--- config.mk ---
export PLATFORM = sky130hd
export DESIGN_NAME = air_top
export DESIGN_NICKNAME = d
export VERILOG_FILES = /design/src/rtl/air_pkg.sv /design/src/rtl/air_pad_drive.sv /design/src/rtl/air_top.sv
export SDC_FILE = /design/constraint.sdc
export NUM_CORES = 1
export LEC_CHECK = 0
export BUFFER_PORTS_ARGS = -buffer_cell sky130_fd_sc_hd__buf_2
export CAP_MARGIN = 30
export CORE_AREA = 5 5 55 81
export CTS_BUF_LIST = sky130_fd_sc_hd__clkbuf_2 sky130_fd_sc_hd__clkbuf_4 sky130_fd_sc_hd__clkbuf_8
export CTS_CLUSTER_SIZE = 14
export DETAILED_ROUTE_END_ITERATION = 12
export DIE_AREA = 0 0 60 86
export GPL_TIMING_DRIVEN = 0
export HOLD_SLACK_MARGIN = 0.02
export MAX_ROUTING_LAYER = met4
export PLACE_DENSITY = 0.76
export SLEW_MARGIN = 10
export SYNTH_ARGS = -nofsm -noshare
export SYNTH_HDL_FRONTEND = slang
export SYNTH_SLANG_ARGS = --single-unit
--- constraint.sdc ---
create_clock -name clk -period 1.7 [get_ports clk]
set_input_delay 0.34 -clock clk [delete_from_list [all_inputs] [get_ports clk]]
set_output_delay 0.34 -clock clk [all_outputs]
set_load 0.05 [all_outputs]
--- src/rtl/air_pkg.sv ---
// Package for the accelerometer interrupt routing block.
// Assumes an 8-bit register port with internal addresses from the device's register interface.
package air_pkg;
    localparam logic [7:0] AIR_OFS_SLEEP_WAKE_AND_PAD_CONFIG = 8'h2C;
    localparam logic [7:0] AIR_OFS_INTERRUPT_ENABLE_MAP = 8'h2D;
    localparam logic [7:0] AIR_OFS_INTERRUPT_PIN_ROUTING = 8'h2E;
    localparam logic [7:0] AIR_OFS_INT_SOURCE = 8'h0C;
    localparam logic [7:0] AIR_RST_CONFIG = 8'h00;
    localparam logic [7:0] AIR_RST_ENABLE = 8'h00;
    localparam logic [7:0] AIR_RST_ROUTING = 8'h00;
    // Writable bits of each register; the rest read as zero.
    localparam logic [7:0] AIR_CONFIG_MASK = 8'h7B;
    localparam logic [7:0] AIR_SOURCE_MASK = 8'hBD;
    // Bit positions in the configuration register.
    localparam int AIR_BIT_WAKE_TRANSIENT = 6;
    localparam int AIR_BIT_WAKE_ORIENT = 5;
    localparam int AIR_BIT_WAKE_PULSE = 4;
    localparam int AIR_BIT_WAKE_FALL = 3;
    localparam int AIR_BIT_LEVEL = 1;
    localparam int AIR_BIT_DRIVE = 0;
    // Source positions shared by the enable, routing and source registers.
    localparam int AIR_SRC_SLEEP = 7;
    localparam int AIR_SRC_TRANSIENT = 5;
    localparam int AIR_SRC_ORIENT = 4;
    localparam int AIR_SRC_PULSE = 3;
    localparam int AIR_SRC_FALL = 2;
    localparam int AIR_SRC_READY = 0;

    typedef struct packed {
        logic wr;
        logic rd;
        logic [7:0] addr;
        logic [7:0] wdata;
    } air_reg_req_t;

    typedef struct packed {
        logic o;
        logic oe;
    } air_pad_t;
endpackage

--- src/rtl/air_pad_drive.sv ---
// Drives one interrupt pad from its asserted state, level and drive mode.
// Assumes the pad cell resolves the wire from output and enable.
`timescale 1ns/1ns
`default_nettype none
module air_pad_drive
    import air_pkg::*;
(
    input wire logic clk,
    input wire logic srst,
    input wire logic active,
    input wire logic level_high,
    input wire logic open_drain,
    output var air_pad_t pad
);
    always_ff @(posedge clk) begin
        if (srst) begin
            // Reset polarity is active low, so the idle pad sits high.
            pad.o <= 1'b1;
            pad.oe <= 1'b1;
        end else if (open_drain) begin
            // Open drain pulls low to assert and releases otherwise.
            pad.o <= 1'b0;
            pad.oe <= active;
        end else begin
            pad.o <= active ? level_high : ~level_high;
            pad.oe <= 1'b1;
        end
    end
endmodule
`default_nettype wire

--- src/rtl/air_top.sv ---
// Interrupt routing, pad configuration and wake selection of a three-axis accelerometer.
// Assumes detection blocks give level event flags on clk and a register port on the same clock.
// How it works
// - Transient events wake the device only when their wake bit is set.
// - Orientation events wake the device only when their wake bit is set.
// - Pulse events wake the device only when their wake bit is set.
// - Freefall or motion events wake the device only when their wake bit is set.
// - Level bit picks low or high asserted pin level in push-pull; open drain always pulls low to assert; reset is low.
// - Drive bit picks push-pull when clear, open drain when set.
// - Disabled sources never reach either interrupt pin.
// - Enable register holds one reset-clear bit per source at fixed positions.
// - Routing bit zero sends a source to pin two, one to pin one.
// - Routing bits use the enable layout; bits six and one unused.
// - Each pin asserts on the OR of its enabled routed active sources.
// - Sleep to wake and wake to sleep changes raise the sleep interrupt.
// - Sleep change and data ready never wake or keep the device awake.
`timescale 1ns/1ns
`default_nettype none
module air_top
    import air_pkg::*;
(
    input wire logic clk,
    input wire logic srst,
    input wire air_reg_req_t reg_req,
    output logic [7:0] reg_rdata,
    input wire logic [7:0] event_flags,
    input wire logic sleeping,
    output logic wake_request,
    output air_pad_t irq_pin_first,
    output air_pad_t irq_pin_second
);
    logic [7:0] config_q;
    logic [7:0] enable_q;
    logic [7:0] routing_q;
    logic sleeping_q;
    logic sleep_change_q;
    logic [7:0] src_now;
    logic [7:0] gated;
    logic first_active;
    logic second_active;

    function automatic logic [7:0] air_keep(input logic [7:0] v, input logic [7:0] m);
        return v & m;
    endfunction

    // Register writes.
    always_ff @(posedge clk) begin
        if (srst) begin
            config_q <= AIR_RST_CONFIG;
            enable_q <= AIR_RST_ENABLE;
            routing_q <= AIR_RST_ROUTING;
        end else if (reg_req.wr) begin
            case (reg_req.addr)
                AIR_OFS_SLEEP_WAKE_AND_PAD_CONFIG: config_q <= air_keep(reg_req.wdata, AIR_CONFIG_MASK);
                AIR_OFS_INTERRUPT_ENABLE_MAP: enable_q <= air_keep(reg_req.wdata, AIR_SOURCE_MASK);
                AIR_OFS_INTERRUPT_PIN_ROUTING: routing_q <= air_keep(reg_req.wdata, AIR_SOURCE_MASK);
                default: ;
            endcase
        end
    end

    // Sleep change event: a one-cycle flag on each change of the sleep state.
    always_ff @(posedge clk) begin
        if (srst) begin
            sleeping_q <= 1'b0;
            sleep_change_q <= 1'b0;
        end else begin
            sleeping_q <= sleeping;
            sleep_change_q <= sleeping ^ sleeping_q;
        end
    end

    always_comb begin
        src_now = air_keep(event_flags, AIR_SOURCE_MASK);
        src_now[AIR_SRC_SLEEP] = sleep_change_q;
        gated = src_now & enable_q;
        first_active = |(gated & routing_q);
        second_active = |(gated & ~routing_q);
    end

    // Read data and wake request.
    always_ff @(posedge clk) begin
        if (srst) begin
            reg_rdata <= 8'h00;
            wake_request <= 1'b0;
        end else begin
            case (reg_req.addr)
                AIR_OFS_SLEEP_WAKE_AND_PAD_CONFIG: reg_rdata <= config_q;
                AIR_OFS_INTERRUPT_ENABLE_MAP: reg_rdata <= enable_q;
                AIR_OFS_INTERRUPT_PIN_ROUTING: reg_rdata <= routing_q;
                AIR_OFS_INT_SOURCE: reg_rdata <= gated;
                default: reg_rdata <= 8'h00;
            endcase
            // Only the four detection functions count here, never sleep change or data ready.
            wake_request <= sleeping &
                ((config_q[AIR_BIT_WAKE_TRANSIENT] & gated[AIR_SRC_TRANSIENT]) |
                 (config_q[AIR_BIT_WAKE_ORIENT] & gated[AIR_SRC_ORIENT]) |
                 (config_q[AIR_BIT_WAKE_PULSE] & gated[AIR_SRC_PULSE]) |
                 (config_q[AIR_BIT_WAKE_FALL] & gated[AIR_SRC_FALL]));
        end
    end

    air_pad_drive u_pad_first (
        .clk(clk),
        .srst(srst),
        .active(first_active),
        .level_high(config_q[AIR_BIT_LEVEL]),
        .open_drain(config_q[AIR_BIT_DRIVE]),
        .pad(irq_pin_first)
    );

    air_pad_drive u_pad_second (
        .clk(clk),
        .srst(srst),
        .active(second_active),
        .level_high(config_q[AIR_BIT_LEVEL]),
        .open_drain(config_q[AIR_BIT_DRIVE]),
        .pad(irq_pin_second)
    );

    chk_disabled_silent: assert property (@(posedge clk) disable iff (srst)
        (enable_q == 8'h00) |=> !irq_pin_first.oe ||
        (!$past(config_q[AIR_BIT_DRIVE]) && irq_pin_first.o != $past(config_q[AIR_BIT_LEVEL])))
        else $error("disabled sources drove pin one");
    chk_first_or: assert property (@(posedge clk) disable iff (srst)
        (|(gated & routing_q) && !config_q[AIR_BIT_DRIVE] && $stable(config_q)) |=>
        irq_pin_first.o == $past(config_q[AIR_BIT_LEVEL]))
        else $error("pin one not asserted");
    chk_second_or: assert property (@(posedge clk) disable iff (srst)
        (|(gated & ~routing_q) && !config_q[AIR_BIT_DRIVE] && $stable(config_q)) |=>
        irq_pin_second.o == $past(config_q[AIR_BIT_LEVEL]))
        else $error("pin two not asserted");
    chk_idle_level: assert property (@(posedge clk) disable iff (srst)
        (gated == 8'h00 && !config_q[AIR_BIT_DRIVE] && $stable(config_q)) |=>
        irq_pin_first.o != $past(config_q[AIR_BIT_LEVEL]) && irq_pin_second.o != $past(config_q[AIR_BIT_LEVEL]))
        else $error("idle pin asserted");
    chk_open_release: assert property (@(posedge clk) disable iff (srst)
        (config_q[AIR_BIT_DRIVE] && $stable(config_q) && gated == 8'h00) |=> !irq_pin_first.oe && !irq_pin_second.oe)
        else $error("open drain pin not released");
    chk_wake_transient: assert property (@(posedge clk) disable iff (srst)
        (sleeping && !config_q[AIR_BIT_WAKE_TRANSIENT] && event_flags == 8'h20) |=> !wake_request)
        else $error("transient woke device while bypassed");
    chk_wake_pulse: assert property (@(posedge clk) disable iff (srst)
        (sleeping && config_q[AIR_BIT_WAKE_PULSE] && gated[AIR_SRC_PULSE]) |=> wake_request)
        else $error("pulse failed to wake device");
    chk_ready_no_wake: assert property (@(posedge clk) disable iff (srst)
        ((gated & 8'h7C) == 8'h00) |=> !wake_request)
        else $error("non-detection source woke device");
    chk_sleep_change: assert property (@(posedge clk) disable iff (srst)
        (sleeping != $past(sleeping) && !$past(srst)) |=>
        sleep_change_q ##1 (!sleep_change_q || $past(sleeping) != $past(sleeping, 2)))
        else $error("sleep change event missing");
    chk_reset_clear: assert property (@(posedge clk)
        $past(srst) |-> enable_q == AIR_RST_ENABLE && routing_q == AIR_RST_ROUTING && config_q == AIR_RST_CONFIG)
        else $error("registers not at reset values after reset");
    chk_wake_orient: assert property (@(posedge clk) disable iff (srst)
        (sleeping && !config_q[AIR_BIT_WAKE_ORIENT] && event_flags == 8'h10) |=>
        !wake_request)
        else $error("orientation woke device while bypassed");
    chk_orient_wakes: assert property (@(posedge clk) disable iff (srst)
        (sleeping && config_q[AIR_BIT_WAKE_ORIENT] && gated[AIR_SRC_ORIENT]) |=>
        wake_request)
        else $error("orientation failed to wake device");
    chk_pulse_bypass: assert property (@(posedge clk) disable iff (srst)
        (sleeping && !config_q[AIR_BIT_WAKE_PULSE] && event_flags == 8'h08) |=>
        !wake_request)
        else $error("pulse woke device while bypassed");
    chk_fall_bypass: assert property (@(posedge clk) disable iff (srst)
        (sleeping && !config_q[AIR_BIT_WAKE_FALL] && event_flags == 8'h04) |=>
        !wake_request)
        else $error("fall or motion woke device while bypassed");
    chk_fall_wakes: assert property (@(posedge clk) disable iff (srst)
        (sleeping && config_q[AIR_BIT_WAKE_FALL] && gated[AIR_SRC_FALL]) |=>
        wake_request)
        else $error("fall or motion failed to wake device");
    chk_transient_wakes: assert property (@(posedge clk) disable iff (srst)
        (sleeping && config_q[AIR_BIT_WAKE_TRANSIENT] && gated[AIR_SRC_TRANSIENT]) |=>
        wake_request)
        else $error("transient failed to wake device");
    chk_awake_quiet: assert property (@(posedge clk) disable iff (srst)
        !sleeping |=>
        !wake_request)
        else $error("wake request while awake");
    chk_disabled_second: assert property (@(posedge clk) disable iff (srst)
        (enable_q == 8'h00) |=> !irq_pin_second.oe ||
        (!$past(config_q[AIR_BIT_DRIVE]) && irq_pin_second.o != $past(config_q[AIR_BIT_LEVEL])))
        else $error("disabled sources drove pin two");
    chk_enable_unused: assert property (@(posedge clk) disable iff (srst)
        (enable_q & ~AIR_SOURCE_MASK) == 8'h00)
        else $error("unused enable bit set");
    chk_routing_unused: assert property (@(posedge clk) disable iff (srst)
        (routing_q & ~AIR_SOURCE_MASK) == 8'h00)
        else $error("unused routing bit set");
    chk_open_assert: assert property (@(posedge clk) disable iff (srst)
        (config_q[AIR_BIT_DRIVE] && first_active) |=>
        irq_pin_first.oe && !irq_pin_first.o)
        else $error("open drain pin not pulled low");
    chk_push_pull: assert property (@(posedge clk) disable iff (srst)
        !config_q[AIR_BIT_DRIVE] |=>
        irq_pin_first.oe && irq_pin_second.oe)
        else $error("push pull pin not driven");
    chk_level_high: assert property (@(posedge clk) disable iff (srst)
        (config_q[AIR_BIT_LEVEL] && !config_q[AIR_BIT_DRIVE] && second_active) |=>
        irq_pin_second.o)
        else $error("active high pin not high");
    chk_level_low: assert property (@(posedge clk) disable iff (srst)
        (!config_q[AIR_BIT_LEVEL] && !config_q[AIR_BIT_DRIVE] && first_active) |=>
        !irq_pin_first.o)
        else $error("active low pin not low");
    chk_sleep_pulse: assert property (@(posedge clk) disable iff (srst)
        sleep_change_q |=>
        !sleep_change_q || $past(sleeping) != $past(sleeping, 2))
        else $error("sleep change event too long");


    cov_first_asserted: cover property (@(posedge clk) disable iff (srst) first_active ##1 irq_pin_first.oe);
    cov_open_drain: cover property (@(posedge clk) disable iff (srst) config_q[AIR_BIT_DRIVE] && first_active);
    cov_wake: cover property (@(posedge clk) disable iff (srst) wake_request);
    cov_sleep_irq: cover property (@(posedge clk) disable iff (srst) gated[AIR_SRC_SLEEP]);
    cov_second_asserted: cover property (@(posedge clk) disable iff (srst) second_active ##1 irq_pin_second.oe);
endmodule
`default_nettype wire

==> metrics.yaml <==
die_height_um: 86
syn_nets: 228
vias_per_cell: 6.623
path_clk_slew_ps: 70
synth_adder_area_share: 0
grt_pass1_vias: 1769
die_w_um: 60
hold_viol: 0
avgSynthCellArea_um2: 8.846
worstMarginPinSlew_ps: 593.4
final_nets: 271
path_cells: "and3b_1 > or4_4 > or4_4"
cts.path.max_buffers: 2
hold_path.class: "in -> reg"
grtUsageTotal: 0.2255
yosys-top-cells-area: "dfxtp_1, nand4_1, a21oi_1"
cap_violations: 0
rsz0062_at_grt: "true"
ir_drop_v: 0.0005883
hpwl_mm: 3.938
synth-simple-area-share: 0.3440
initial_core_util: 0.4825
synth-main-ff-cell: "dfxtp_1"
period_minus_slack_ps: 1713
synth_compound_area_frac: 0.2146
place.gp.congestion: 0.9930
grt_pass1_wl_mm: 8.445
synthMuxAreaShare: 0.006397
antenna_cells: 0
areaGrowthSynthToFinish_pct: 20.97
path_max_fanout: 4
yosysWarnings: 0
ys_ff_latch: 33
slew_headroom: 0.5987
holdWs_ps: 281.8
dieArea_mm2: 0.005160
static-leakage-power_nw: 0.7830
cts-root-buf: "clkbuf_8"
synth_edf_count: 0
core_mm2: 0.003649
crit_slowest_cell: "or4_4"
cts.sinks: 33
setup_viol: 1
cellPowerDensity_mw_per_mm2: 685.2
netlist.area_leader.share: 0.3753
yosysSeqAreaShare: 0.3753
grt_overflow: 0
routed_wl_mm: 5.352
syn-cell-area_mm2: 0.001760
cts-htree-levels: 2
synth_top_area_cell: "dfxtp_1"
syn_inst: 199
rows: 27
clock_latency_ps: 280
status: "complete, but fails checks"
critPathKind: "reg -> reg"
critPathRequiredTime_ps: 1860
io_buffer_count: 36
wl_per_cell_um: 18.85
yosysUniqueCellTypes: 40
violations: "negative setup slack"
placed_area_mm2: 0.001994
antenna_found_initial: 0
cts_tree: "yes"
num_vias: 1881
drc: 0
crit_path_start_kind: "register"
drive_gt1_frac: 0.3154
grt_max_degree: 11
first_iter_violations: 116
worst_path_largest_cell_delay_ps: 530
synth_top_family_by_area: "simple AND/OR/NAND/NOR gates"
end_kind: "register"
crit_top_cell: "or4_4"
io_pins: 42
synth_xor_area_frac: 0.004975
critical-path-top-delay-family: "simple AND/OR/NAND/NOR gates"
final_cell_area_mm2: 0.002130
postRouteAntennaNets: 0
skew_ps: 4.678
cts_buffers: 5
cp_num_buf_inv: 0
drv_slew: 0
async_flop_share: 0
firstDrtPassIters: 4
cp.arrival_ps: 1880
layout_setup_ws_ps: -12.89
fmax_ghz: 0.5838
period_share: 1.008
## logic make-up after synthesis
logic type	after synthesis
buf+inv	25
xor+xnor	1
mux	1
compound gates	56
flops	33
simple gates	83
## per-layer routing
| metal | share of wire | vias up | GRT usage |
|---|---|---|---|
| met4 | 0.064 | 0 | 0.1492 |
| met2 | 0.50 | 102 | 0.3593 |
| met3 | 0.071 | 27 | 0.04819 |
| met5 | 0 | - | - |
| li1 | - | 880 | - |
| met1 | 0.37 | 872 | 0.2436 |
## power breakdown
part           internal, W  leakage, nW  switching [W]
logic            0.0000484        0.473      0.0000948
clock network     0.000269       0.0399       0.000268
registers         0.000776        0.271     0.00000298
total              0.00109        0.783       0.000366
## worst register-to-register path, cell delays in order, from the launching register on
cell and delay [ps]:
dfxtp_2 360, and3b_1 190, or4_4 530, or4_4 510
## cell usage in the layout (no fill, tap or decap), types with 4 or more instances in the layout
cell type	count
dfxtp_1	25
and3b_1	7
clkbuf_1	11
nand4_1	22
nand3_1	9
a21oi_1	20
or4_4	4
buf_2	38
and3_1	7
dfxtp_2	7
inv_1	8
o31ai_1	12
nor4bb_1	6
o211ai_1	5
clkbuf_8	5
a31o_2	6
## final cells by class
cell class	count	area, um^2
buffer	16	65.06
timing repair buffer	37	187.7
tap	43	53.80
inverter	8	30.03
clock buffer	5	68.82
multi-input combinational	141	1046
fill	345	1519
sequential	33	673.1
clock inverter	1	5.005
## cells in the mapped netlist (2+ instances only)
| library cell | n |
|---|---|
| dfxtp_1 | 33 |
| nand4_1 | 22 |
| a21oi_1 | 20 |
| clkbuf_1 | 13 |
| o31ai_1 | 12 |
| and3_1 | 9 |
| nand3_1 | 9 |
| inv_1 | 8 |
| nor4bb_1 | 8 |
| and3b_1 | 7 |
| a31o_2 | 6 |
| o211ai_1 | 5 |
| or4_1 | 4 |
| a31oi_1 | 3 |
| nand2_1 | 3 |
| nor2_1 | 3 |
| o2111ai_1 | 3 |
| and3_2 | 2 |
| buf_1 | 2 |
| buf_2 | 2 |
| nor2b_1 | 2 |
| nor3b_1 | 2 |
| o21ai_0 | 2 |
| o41ai_1 | 2 |
| or4_4 | 2 |
## flip-flops by register name, summed over array words and instances, names as in the netlist
register          count
wake_request          1
sleep_change_q        1
u_pad_first.pad       2
routing_q             6
reg_rdata             8
u_pad_second.pad      2
config_q              6
sleeping_q            1
enable_q              6
## timing repair
item,in CTS,in global routing
resized for setup,7,13
setup endpoints to repair,3,21
pin swaps,0,1
setup buffers,1,0
hold buffers,0,0
## through the flow
| stage | utilization | setup WS (ps) | TNS, ps | power (W) | cells |
|---|---|---|---|---|---|
| after global routing | 0.5837 | -77.10 | -122.4 | 0.001517 | 284 |
| after CTS | 0.5737 | -12.43 | -12.43 | 0.001464 | 285 |
| after floorplan | - | 39.92 | 0 | 0.0008652 | 199 |
| after detailed placement | 0.5466 | -292.5 | -5467 | 0.0009302 | 278 |
| final | 0.5837 | -12.89 | -12.89 | 0.001459 | 284 |
| after global placement | 0.5466 | -276.0 | -5298 | 0.0009303 | 278 |
## worst paths after layout
path                                           startpoint                        endpoint  slack, ps  cells after the start
worst min register to register      sleeping_q$_SDFF_PP0_       sleep_change_q$_SDFF_PP0_        490                      2
worst max-delay path            routing_q[5]$_SDFFE_PP0P_  u_pad_second.pad[0]$_SDFF_PP1_        -10                      3
worst min-delay path                                 srst         reg_rdata[1]$_SDFF_PP0_        280                      2
worst max register to register  routing_q[5]$_SDFFE_PP0P_  u_pad_second.pad[0]$_SDFF_PP1_        -10                      3
Note: power is estimated with default switching activity, not from simulation.
